`config.mk`:
```
export PLATFORM = sky130hd
export DESIGN_NAME = supply_threshold_detector
export DESIGN_NICKNAME = d
export VERILOG_FILES = /design/src/rtl/supply_threshold_detector.v /design/src/rtl/reference_settle.v /design/src/rtl/trip_compare.v
export VERILOG_INCLUDE_DIRS = /design/src /design/src/rtl
export SDC_FILE = /design/constraint.sdc
export NUM_CORES = 1
export LEC_CHECK = 0
export BUFFER_PORTS_ARGS = -buffer_cell sky130_fd_sc_hd__buf_2
export CAP_MARGIN = 20
export CORE_MARGIN = 3
export CORE_UTILIZATION = 50
export CTS_BUF_LIST = sky130_fd_sc_hd__clkbuf_16
export DETAILED_ROUTE_END_ITERATION = 7
export GPL_TIMING_DRIVEN = 1
export PLACE_DENSITY = 0.76
export SYNTH_ARGS = -nofsm -noshare
export SYNTH_HDL_FRONTEND = slang
export SYNTH_SLANG_ARGS = --single-unit
```
`constraint.sdc`:
```
create_clock -name mclk -period 2.03 [get_ports mclk]
set_input_delay 0.406 -clock mclk [delete_from_list [all_inputs] [get_ports mclk]]
set_output_delay 0.406 -clock mclk [all_outputs]
set_load 0.005 [all_outputs]
```
`src/rtl/supply_detect_defs.vh`:
```
// Constants for the supply threshold detector control block
// Assumes inclusion by bare name from rtl design files
`ifndef SUPPLY_DETECT_DEFS_VH
`define SUPPLY_DETECT_DEFS_VH

// Register addresses (4-bit register port address)
`define ADDR_W              4
`define ADDR_CONTROL        4'h0
`define ADDR_PENDING        4'h1
`define ADDR_IRQ_EN         4'h2

// Control register fields
`define CTL_RESET           8'h00
`define CTL_DIR_BIT         7
`define CTL_BG_BIT          6
`define CTL_REF_BIT         5
`define CTL_EN_BIT          4
`define CTL_LVL_HI          3
`define CTL_LVL_LO          0
`define LVL_EXTERNAL        4'hF
`define LVL_MIN             4'h0

// Pending flag and its enable share bit position 2; the global enable is bit 7
`define PEND_BIT            2
`define IRQEN_GLOBAL_BIT    7

// Reference settle time in ns and derived cycle count at 40 ns per cycle
`define CLK_PERIOD_NS       40
`define SETTLE_NS           20000
`define SETTLE_CYCLES       ((`SETTLE_NS + `CLK_PERIOD_NS - 1) / `CLK_PERIOD_NS)
`define SETTLE_W            16

`endif

```
`src/rtl/supply_threshold_detector.v`:
```
// Supply threshold detector: control register, flags and interrupt request
// Assumes a simple register port and comparator levels synchronous to mclk
//
// What this block does
// [RL1] Power detector only while enable bit set
// [RL2] Reference-stable flag reads zero until settled
// [RL3] No detect sets the flag while reference unstable
// [RL4] Direction bit selects falling or rising detect
// [RL5] Four-bit field picks one of sixteen levels
// [RL6] Code 1111 routes external input pin
// [RL7] Set flag on crossing when enabled, stable
// [RL8] Request only when flag and enable set
// [RL9] Software sets up in documented order
// [RL10] Software disables before changing settings
// [RL11] Read-only band gap stable flag bit 6
// [RL12] Reset clears control, detector off
// [RL13] Keeps detecting in sleep, requests wake
// [RL14] Counter models reference settle after enable
//
// The implementer's own choices: the placing of the registers and the plain strobed port.
`default_nettype none
`include "supply_detect_defs.vh"
module supply_threshold_detector #(
  parameter [`SETTLE_W-1:0] SETTLE_COUNT = `SETTLE_CYCLES
) (
  input  wire                mclk,
  input  wire                reset,
  input  wire [`ADDR_W-1:0]  addr,
  input  wire [7:0]          wdata,
  input  wire                wr_en,
  input  wire                rd_en,
  output reg  [7:0]          rdata_q,
  input  wire                bandgap_ok,
  input  wire                divider_below,
  input  wire                external_below,
  input  wire                sleeping,
  output wire                detector_power,
  output wire [3:0]          trip_level,
  output wire                external_select,
  output wire                irq,
  output wire                wake
);

  ////////////////////////////////////////////////////////////////////////
  // Registers
  localparam [7:0] CTL_RESET_VAL = `CTL_RESET;
  reg       direction_q;
  reg       enable_q;
  reg [3:0] level_q;
  reg       pending_q;
  reg       irq_en_q;
  reg       global_en_q;
  reg       bandgap_q;
  wire      ref_stable;
  wire      trip;
  wire      pending_d;
  wire [7:0] control_rd;

  function sel;
    input [`ADDR_W-1:0] a;
    input [`ADDR_W-1:0] b;
    begin
      sel = (a == b);
    end
  endfunction

  always @(posedge mclk) begin
    if (reset) begin
      direction_q <= CTL_RESET_VAL[`CTL_DIR_BIT]; // see [RL12]
      enable_q    <= CTL_RESET_VAL[`CTL_EN_BIT];
      level_q     <= CTL_RESET_VAL[`CTL_LVL_HI:`CTL_LVL_LO];
      irq_en_q    <= 1'b0;
      global_en_q <= 1'b0;
      bandgap_q   <= 1'b0;
    end else begin
      bandgap_q <= bandgap_ok; // see [RL11]
      if (wr_en && sel(addr, `ADDR_CONTROL)) begin
        direction_q <= wdata[`CTL_DIR_BIT];
        enable_q    <= wdata[`CTL_EN_BIT];
        level_q     <= wdata[`CTL_LVL_HI:`CTL_LVL_LO]; // see [RL5]
      end
      if (wr_en && sel(addr, `ADDR_IRQ_EN)) begin
        irq_en_q    <= wdata[`PEND_BIT];
        global_en_q <= wdata[`IRQEN_GLOBAL_BIT];
      end
    end
  end

  ////////////////////////////////////////////////////////////////////////
  // Settling and comparison
  assign detector_power  = enable_q; // see [RL1]
  assign trip_level      = level_q;

  reference_settle #(
    .SETTLE_COUNT (SETTLE_COUNT)
  ) u_settle (
    .mclk     (mclk),
    .reset    (reset),
    .enable   (enable_q),
    .stable_q (ref_stable)
  );

  trip_compare u_cmp (
    .mclk           (mclk),
    .reset          (reset),
    .armed          (enable_q && ref_stable), // see [RL3]
    .direction      (direction_q),
    .level          (level_q),
    .divider_below  (divider_below),
    .external_below (external_below),
    .trip_q         (trip),
    .use_external   (external_select)
  );

  ////////////////////////////////////////////////////////////////////////
  // Pending flag: a detect wins over a software clear in the same cycle
  assign pending_d = (trip && enable_q && ref_stable) ? 1'b1 : // see [RL7]
                     (wr_en && sel(addr, `ADDR_PENDING)) ? wdata[`PEND_BIT] :
                     pending_q;

  always @(posedge mclk) begin
    if (reset) begin
      pending_q <= 1'b0;
    end else begin
      pending_q <= pending_d;
    end
  end

  assign irq  = pending_q && irq_en_q && global_en_q; // see [RL8]
  // Detection is independent of sleep; a pending enabled flag wakes the core
  assign wake = sleeping && pending_q && irq_en_q; // see [RL13]

  ////////////////////////////////////////////////////////////////////////
  // Read port
  assign control_rd = {direction_q, bandgap_q, ref_stable, enable_q, level_q}; // see [RL2]

  always @(posedge mclk) begin
    if (reset) begin
      rdata_q <= 8'h00;
    end else if (rd_en) begin
      if (sel(addr, `ADDR_CONTROL)) begin
        rdata_q <= control_rd;
      end else if (sel(addr, `ADDR_PENDING)) begin
        rdata_q <= {5'h00, pending_q, 2'h0};
      end else if (sel(addr, `ADDR_IRQ_EN)) begin
        rdata_q <= {global_en_q, 4'h0, irq_en_q, 2'h0};
      end else begin
        rdata_q <= 8'h00;
      end
    end else begin
      rdata_q <= 8'h00;
    end
  end

endmodule
`default_nettype wire

```
`src/rtl/reference_settle.v`:
```
// Settling model for the internal reference of the detector
// Assumes enable is a register level synchronous to mclk
`default_nettype none
`include "supply_detect_defs.vh"
module reference_settle #(
  parameter [`SETTLE_W-1:0] SETTLE_COUNT = `SETTLE_CYCLES
) (
  input  wire mclk,
  input  wire reset,
  input  wire enable,
  output reg  stable_q
);

  reg [`SETTLE_W-1:0] count_q;

  // Count restarts on every enable, flag drops on the first mclk edge with enable low
  always @(posedge mclk) begin
    if (reset || !enable) begin
      count_q  <= {`SETTLE_W{1'b0}};
      stable_q <= 1'b0;
    end else if (!stable_q) begin
      if (count_q >= SETTLE_COUNT - 1'b1) begin // see [RL14]
        stable_q <= 1'b1; // see [RL2]
      end else begin
        count_q <= count_q + 1'b1;
      end
    end
  end

endmodule
`default_nettype wire

```
`src/rtl/trip_compare.v`:
```
// Trip input selection and direction-qualified detection
// Assumes comparator levels are already synchronous to mclk
`default_nettype none
module trip_compare (
  input  wire       mclk,
  input  wire       reset,
  input  wire       armed,
  input  wire       direction,
  input  wire [3:0] level,
  input  wire       divider_below,
  input  wire       external_below,
  output reg        trip_q,
  output wire       use_external
);
`include "supply_detect_defs.vh"

  wire below;
  wire hit;

  assign use_external = (level == `LVL_EXTERNAL); // see [RL6]
  assign below        = use_external ? external_below : divider_below;
  // Falling detect trips at or below, rising strictly above
  assign hit          = direction ? !below : below; // see [RL4]

  always @(posedge mclk) begin
    if (reset || !armed) begin
      trip_q <= 1'b0;
    end else begin
      trip_q <= hit;
    end
  end

endmodule
`default_nettype wire

```
==> results.toml, run 1 <==
[timing]
tns_ps = 0
skew_ps = 2.67
finalCritPeriodShare_pct = 92.6
period_needed_ps = 1880
fmax_mhz = 532
finalSetupViolations = 0
worst_pin_slew_ps = 457
hold_violations = 0
drv_slew = 0
whs_ps = 360
maxSlewHeadroom_pct = 69.5
rsz0062_at_grt = "false"

[worst_setup_path]
crit_type = "reg -> reg"
path_delay_family = "simple AND/OR/NAND/NOR gates"
crit_chain = "ha_1, or3_1, and3_4, or4_1, a21oi_1"
r2r-end = "u_settle.count_q[6]$_SDFFE_PP0P_"
cp_max_fo = 14
timing.rr.start = "u_settle.count_q[0]$_SDFFE_PP0P_"
reg2reg_depth = 5
cp-start-kind = "flip-flop"
worst_ep_arrival_time_ps = 2080
max_stage_delay_ps = 470
end_kind = "flip-flop"
cp_data_required_time_ps = 2230
cpMaxStageDelayCell = "or4_1"
r2r_slack_ps = 150
path_buf_inv = 0

[cts]
clkTransAtPathRegs_ps = 50
cts_made_buffers = 5
cts_max_path_buffers = 2
htreeDepth = 2
cts_tree = "done"
postCtsHoldBufs = 0
clock_latency_ps = 270
cts_resized = 0
cts_setup_buffers = 0
cts_num_sinks = 36
root_buffer = "clkbuf_16"

[power]
p_sw_mw = 0.283
p_leak_nw = 0.760
power_density_mw_per_mm2 = 844
clkPwrFrac_pct = 48.3
p_int_mw = 1.18
combPwrFrac_pct = 2.8
switching_share_pct = 19.4
seq_power_share_pct = 48.9
ir_drop_mv = 0.840

[floorplan]
ios = 36
die_h_um = 59.1
start_util_pct = 54.5
core-area_sq_mm = 0.00259
die_area_sq_mm = 0.00350
rows = 18
die_w_um = 59.1

[routing]
ant_nets = 0
drtIter0Drc = 62
vias_per_cell = 5.62
drc = 0
wire_per_inst_um = 13.8
routed_wl_um = 2880
vias = 1169
first_pass_iters = 4

[final_layout]
n_antenna_cell = 0
final_nets = 198
syn_to_final_growth_pct = 22.5
drive_gt1_share_pct = 25.8

[min_path]
holdCritStartpoint = "bandgap_ok"
hold_class = "in -> reg"
hold_end = "bandgap_q$_SDFF_PP0_"
hold_path_depth = 2

[run]
drv_cap = 0

[global_routing]
grt_max_degree = 15
antenna_found_initial = 0
grtUsageTotal_pct = 19.2
grt_overflow = 0
grt_pass1_vias = 1143
grt_pass1_wl_um = 5030

[placed_design]
place.port_buffers = 33
hpwlAfterDp_um = 2030
place_congestion = 0.832

[outcome]
status = "finished, final reports clean"

[synthesis]
synthTopCellsByArea = "dfxtp_1 51%, mux2i_1 8.5%, and2_1 6.6%"
synth.distinct_cells = 31
syn_nets = 163
syn_inst = 142
yosysTopAreaCell = "dfxtp_1"
syn_avg_cell_area_sq_um = 9.94
ys_ff_latch = 36
yosysTopAreaCellShare_pct = 51.1
yosysWarnings = 0
seq_area_frac_synth_pct = 51.1
synth_area_sq_mm = 0.00141
## layout make-up
type                       count  area (sq um)
fill                         229           861
sequential                    36           721
multi-input combinational     99           656
timing repair buffer          34           173
clock buffer                   5           125
tap                           30          37.5
clock inverter                 3          13.8
inverter                       1          3.75
## cell usage after synthesis (all sizes together)
master and count:
nor4 2, xnor2 1, nor2b 3, and3b 1, o31ai 5, and3 7, nand3 7, ha 1
nand3b 1, clkbuf 4, nor2 12, and2 15, and4 2, or4 5, nand4 2, buf 2
o211ai 1, nand2b 1, nor3 1, or3 3, inv 1, a21oi 9, o21ai 3, nand2 3
mux2i 12, nand4b 1, a31oi 1, dfxtp 36
## layer usage
metal | vias to the layer above | share of wire [%] | track usage (%)
li1 | 576 | - | -
met1 | 543 | 39 | 20.5
met2 | 44 | 52 | 34.7
met3 | 6 | 6.9 | 6.10
met4 | 0 | 1.8 | 7.77
met5 | - | 0 | 0
## worst max path at each step
stage,from,endpoint,slack (ps),cells past startpoint
floorplan,u_settle.count_q[0]$_SDFFE_PP0P_,u_settle.count_q[3]$_SDFFE_PP0P_,280,6
global placement,u_settle.count_q[0]$_SDFFE_PP0P_,u_settle.count_q[5]$_SDFFE_PP0P_,250,5
detailed placement,u_settle.count_q[0]$_SDFFE_PP0P_,u_settle.count_q[6]$_SDFFE_PP0P_,180,5
CTS,u_settle.count_q[0]$_SDFFE_PP0P_,u_settle.count_q[6]$_SDFFE_PP0P_,150,5
global route,u_settle.count_q[0]$_SDFFE_PP0P_,u_settle.count_q[6]$_SDFFE_PP0P_,20,5
finish,u_settle.count_q[0]$_SDFFE_PP0P_,u_settle.count_q[6]$_SDFFE_PP0P_,150,5
## state kept, by name (all words and copies together) (netlist names)
signal             count
bandgap_q              1
detector_power         1
direction_q            1
global_en_q            1
irq_en_q               1
pending_q              1
rdata_q                8
trip_level             4
u_cmp.trip_q           1
u_settle.count_q      16
u_settle.stable_q      1
## power by group through the flow
stage	Sequential [mW]	Combinational (mW)	Clock (mW)
4_1_cts	0.713	0.0415	0.723
3_3_place_gp	0.728	0.0396	0
5_1_grt	0.713	0.0463	0.751
6_report	0.714	0.0413	0.705
2_1_floorplan	0.728	0.0182	0
3_5_place_dp	0.728	0.0407	0
## per-stage QoR
stage / cell area, sq um / util, % / std cells / total power [mW] / setup WS (ps)
after floorplan: 1410 / - / 142 / 0.746 / 282
after global placement: 1590 / 61.4 / 200 / 0.768 / 248
after detailed placement: 1590 / 61.4 / 200 / 0.769 / 176
after CTS: 1730 / 66.8 / 208 / 1.48 / 154
after global routing: 1730 / 66.8 / 208 / 1.51 / 19.8
final: 1730 / 66.8 / 208 / 1.46 / 149
## logic make-up after synthesis
group / after synthesis / synth area share (%)
AO/OA/AOI/OAI: 19 / 7.89
XOR/XNOR: 1 / 0.621
adder cells (fa/ha/maj): 1 / 0.886
buffers and inverters: 7 / 2.48
flip-flops: 36 / 51.1
multiplexers: 12 / 8.51
AND/OR/NAND/NOR: 66 / 28.5
## layout by cell type (no fill, tap or decap)
cell	n
dfxtp_1	36
buf_2	33
and2_1	15
nor2_1	12
mux2i_1	12
a21oi_1	9
nand3_1	7
o31ai_1	5
or4_1	5
clkbuf_16	5
and3_1	4
nor2b_1	3
nand2_1	3
or3_1	3
o21ai_0	3
and4_1	2
nor4_2	2
and3_2	2
nand4_1	2
clkinv_2	2
nor3_1	1
and3b_1	1
nand4b_1	1
xnor2_1	1
nand2b_1	1
nand3b_1	1
a31oi_1	1
and3_4	1
o211ai_1	1
inv_1	1
ha_1	1
clkinv_1	1
buf_4	1
Note: power is estimated with default switching activity, not from simulation.
==> inputs of run 2 (changes only) <==
- ABC_AREA: not set -> 1
- PLACE_DENSITY: 0.76 -> 0.75
==> run 2 against run 1 <==
  * Critical path depth shrank 2
  * Sequential power about the same
  * Synthesized area up 4.9%
  * Die area is 4.4% higher
  * Sequential share of layout area decreased by 2.6 points
  * Register-to-register slack better by 550 ps
  * Count of clock-buffer cells in the layout is the same
  * Total power up 12%
  * Sequential cell count is the same
  * Critical endpoint is now external_select
==> results.toml, run 2 <==
[global_routing]
grt_pass1_vias = 1189
antenna_found_initial = 0
grt_pass1_wl_um = 4710
grt_max_degree = 16
grt_overflow = 0
grtUsageTotal_pct = 17.8

[synthesis]
syn_avg_cell_area_sq_um = 7.33
synth_ff_type = "dfxtp_1"
yosysMostFrequentCell = "nand2_1"
synth_common_cells = "46 x nand2_1, 36 x dfxtp_1, 35 x nor2_1"
yosysTopAreaCell = "dfxtp_1"
async_reset_ff_share_pct = 0
yosysWarnings = 0
syn_inst = 202
syn_nets = 223
synth.distinct_cells = 23
ys_ff_latch = 36
yosysTopAreaCellShare_pct = 48.7
synth-edff-count = 0
synthTopCellsByArea = "dfxtp_1 49%, nand2_1 12%, nor2_1 8.9%"
seq_area_frac_synth_pct = 48.7
synth_area_sq_mm = 0.00148

[final_layout]
final_common_cell = "nand2_1"
n_antenna_cell = 0
final_cell_mix = "46 x nand2_1, 36 x dfxtp_1, 35 x nor2_1"
regMostFlops = "u_settle.count_q"
drive_gt1_share_pct = 20.0
instances_no_fill = 271
largest_reg_flops = 16
final_nets = 260
syn_to_final_growth_pct = 24.5

[cts]
cts_max_path_buffers = 2
clkTransAtPathRegs_ps = 60
clock_latency_ps = 280
cts_num_sinks = 36
cts_setup_buffers = 0
root_buffer = "clkbuf_16"
cts_resized = 0
postCtsHoldBufs = 0
cts_made_buffers = 5
htreeDepth = 2
cts_tree = "done"

[routing]
vias_per_cell = 4.87
first_pass_iters = 4
vias = 1319
routed_wl_um = 2760
ant_nets = 0
drc = 0
wire_per_inst_um = 10.2
drtIter0Drc = 48

[timing]
fmax_mhz = 728
period_needed_ps = 1370
tns_ps = 0
skew_ps = 3.25
whs_ps = 332
worst_pin_slew_ps = 442
hold_violations = 0
finalCritPeriodShare_pct = 67.7
drv_slew = 0
maxSlewHeadroom_pct = 70.5
finalSetupViolations = 0
rsz0062_at_grt = "false"

[placed_design]
hpwlAfterDp_um = 2060
place.port_buffers = 33
dp.cells = 263
place_congestion = 0.790

[floorplan]
rows = 19
die_area_sq_mm = 0.00365
start_util_pct = 53.2
die_w_um = 60.4
ios = 36
core-area_sq_mm = 0.00278
die_h_um = 60.4

[min_path]
holdCritStartpoint = "bandgap_ok"
hold_class = "in -> reg"
hold_path_depth = 3
hold_end = "bandgap_q$_SDFF_PP0_"

[worst_setup_path]
worst_ep_arrival_time_ps = 970
crit_type = "reg -> out"
cpMaxStageDelayCell = "dfxtp_1"
reg2reg_depth = 8
cp_max_fo = 4
cp-start-kind = "flip-flop"
r2r-end = "u_settle.count_q[2]$_SDFFE_PP0P_"
r2r_slack_ps = 700
crit_chain = "nand4_1, inv_1, buf_2"
max_stage_delay_ps = 370
cp_data_required_time_ps = 1620
end_kind = "primary output"
timing.rr.start = "u_settle.count_q[0]$_SDFFE_PP0P_"

[power]
power_density_mw_per_mm2 = 889
ir_drop_mv = 0.975
p_leak_nw = 0.811

[outcome]
status = "finished, final reports clean"

[run]
drv_cap = 0
run 2: cell count changes after synthesis, moves of 5 or more:
cell,previous run,this run
nand2_1,3,46
o21bai_1,0,5
nor2_1,12,35
o31ai_1,5,0
a21oi_1,9,15
nand3_1,7,12
and2_1,15,0
or4_1,5,0
inv_1,1,29
mux2i_1,12,0
run 2: worst max path at each step:
stage                     cells past startpoint  slack [ps]                              from                                to
after floorplan                               7         800                           addr[3]       detector_power$_SDFFE_PP0P_
after global placement                        7         510                           addr[3]          direction_q$_SDFFE_PP0P_
after detailed placement                      7         470                           addr[3]        trip_level[1]$_SDFFE_PP0P_
after CTS                                     3         640        trip_level[2]$_SDFFE_PP0P_                   external_select
after global routing                          8         580  u_settle.count_q[0]$_SDFFE_PP0P_  u_settle.count_q[2]$_SDFFE_PP0P_
final                                         3         660        trip_level[2]$_SDFFE_PP0P_                   external_select
run 2: area by class of cell:
| cell class | instances | area, sq um |
|---|---|---|
| clock inverters | 3 | 46.3 |
| well taps | 31 | 38.8 |
| flip-flops and latches | 36 | 721 |
| fillers | 249 | 938 |
| repair buffers | 33 | 165 |
| inverters | 30 | 115 |
| multi-input cells | 133 | 632 |
| clock buffers | 5 | 125 |
run 2: metrics by stage:
stage	setup WS [ps]	util [%]	area [sq um]	power [mW]
5_1_grt	578	66.3	1840	1.70
3_3_place_gp	510	60.1	1670	0.776
4_1_cts	640	66.3	1840	1.66
3_5_place_dp	472	60.1	1670	0.777
2_1_floorplan	795	-	1480	0.751
6_report	656	66.3	1840	1.64
run 2: cell families after synthesis:
kind of cell | Yosys count | share of synthesized area, %
AOI/OAI and AO/OA | 24 | 9.04
xor gates and xnor gates | 1 | 0.592
adders and majority gates | 1 | 0.845
buffers and inverters | 33 | 8.62
DFF | 36 | 48.7
and+or+nand+nor | 107 | 32.2
run 2: critical path, delay by kind of cell, from the launching register on:
family                 cells  cell delay [ps]
and+or+nand+nor            1              120
buffers and inverters      2              190
DFF                        1              370
run 2: routing by layer:
metal / GRT usage [%] / vias to the layer above / part of all wire, %
met5: 0 / - / 0
met3: 5.11 / 7 / 4.6
met4: 13.0 / 0 / 2.1
met1: 19.8 / 580 / 45
li1: - / 701 / -
met2: 29.0 / 31 / 48
run 2: where the power goes:
part	switching (mW)	leakage, nW	internal [mW]
registers	0.00298	0.290	0.711
logic	0.0258	0.441	0.0216
clock network	0.295	0.0804	0.583
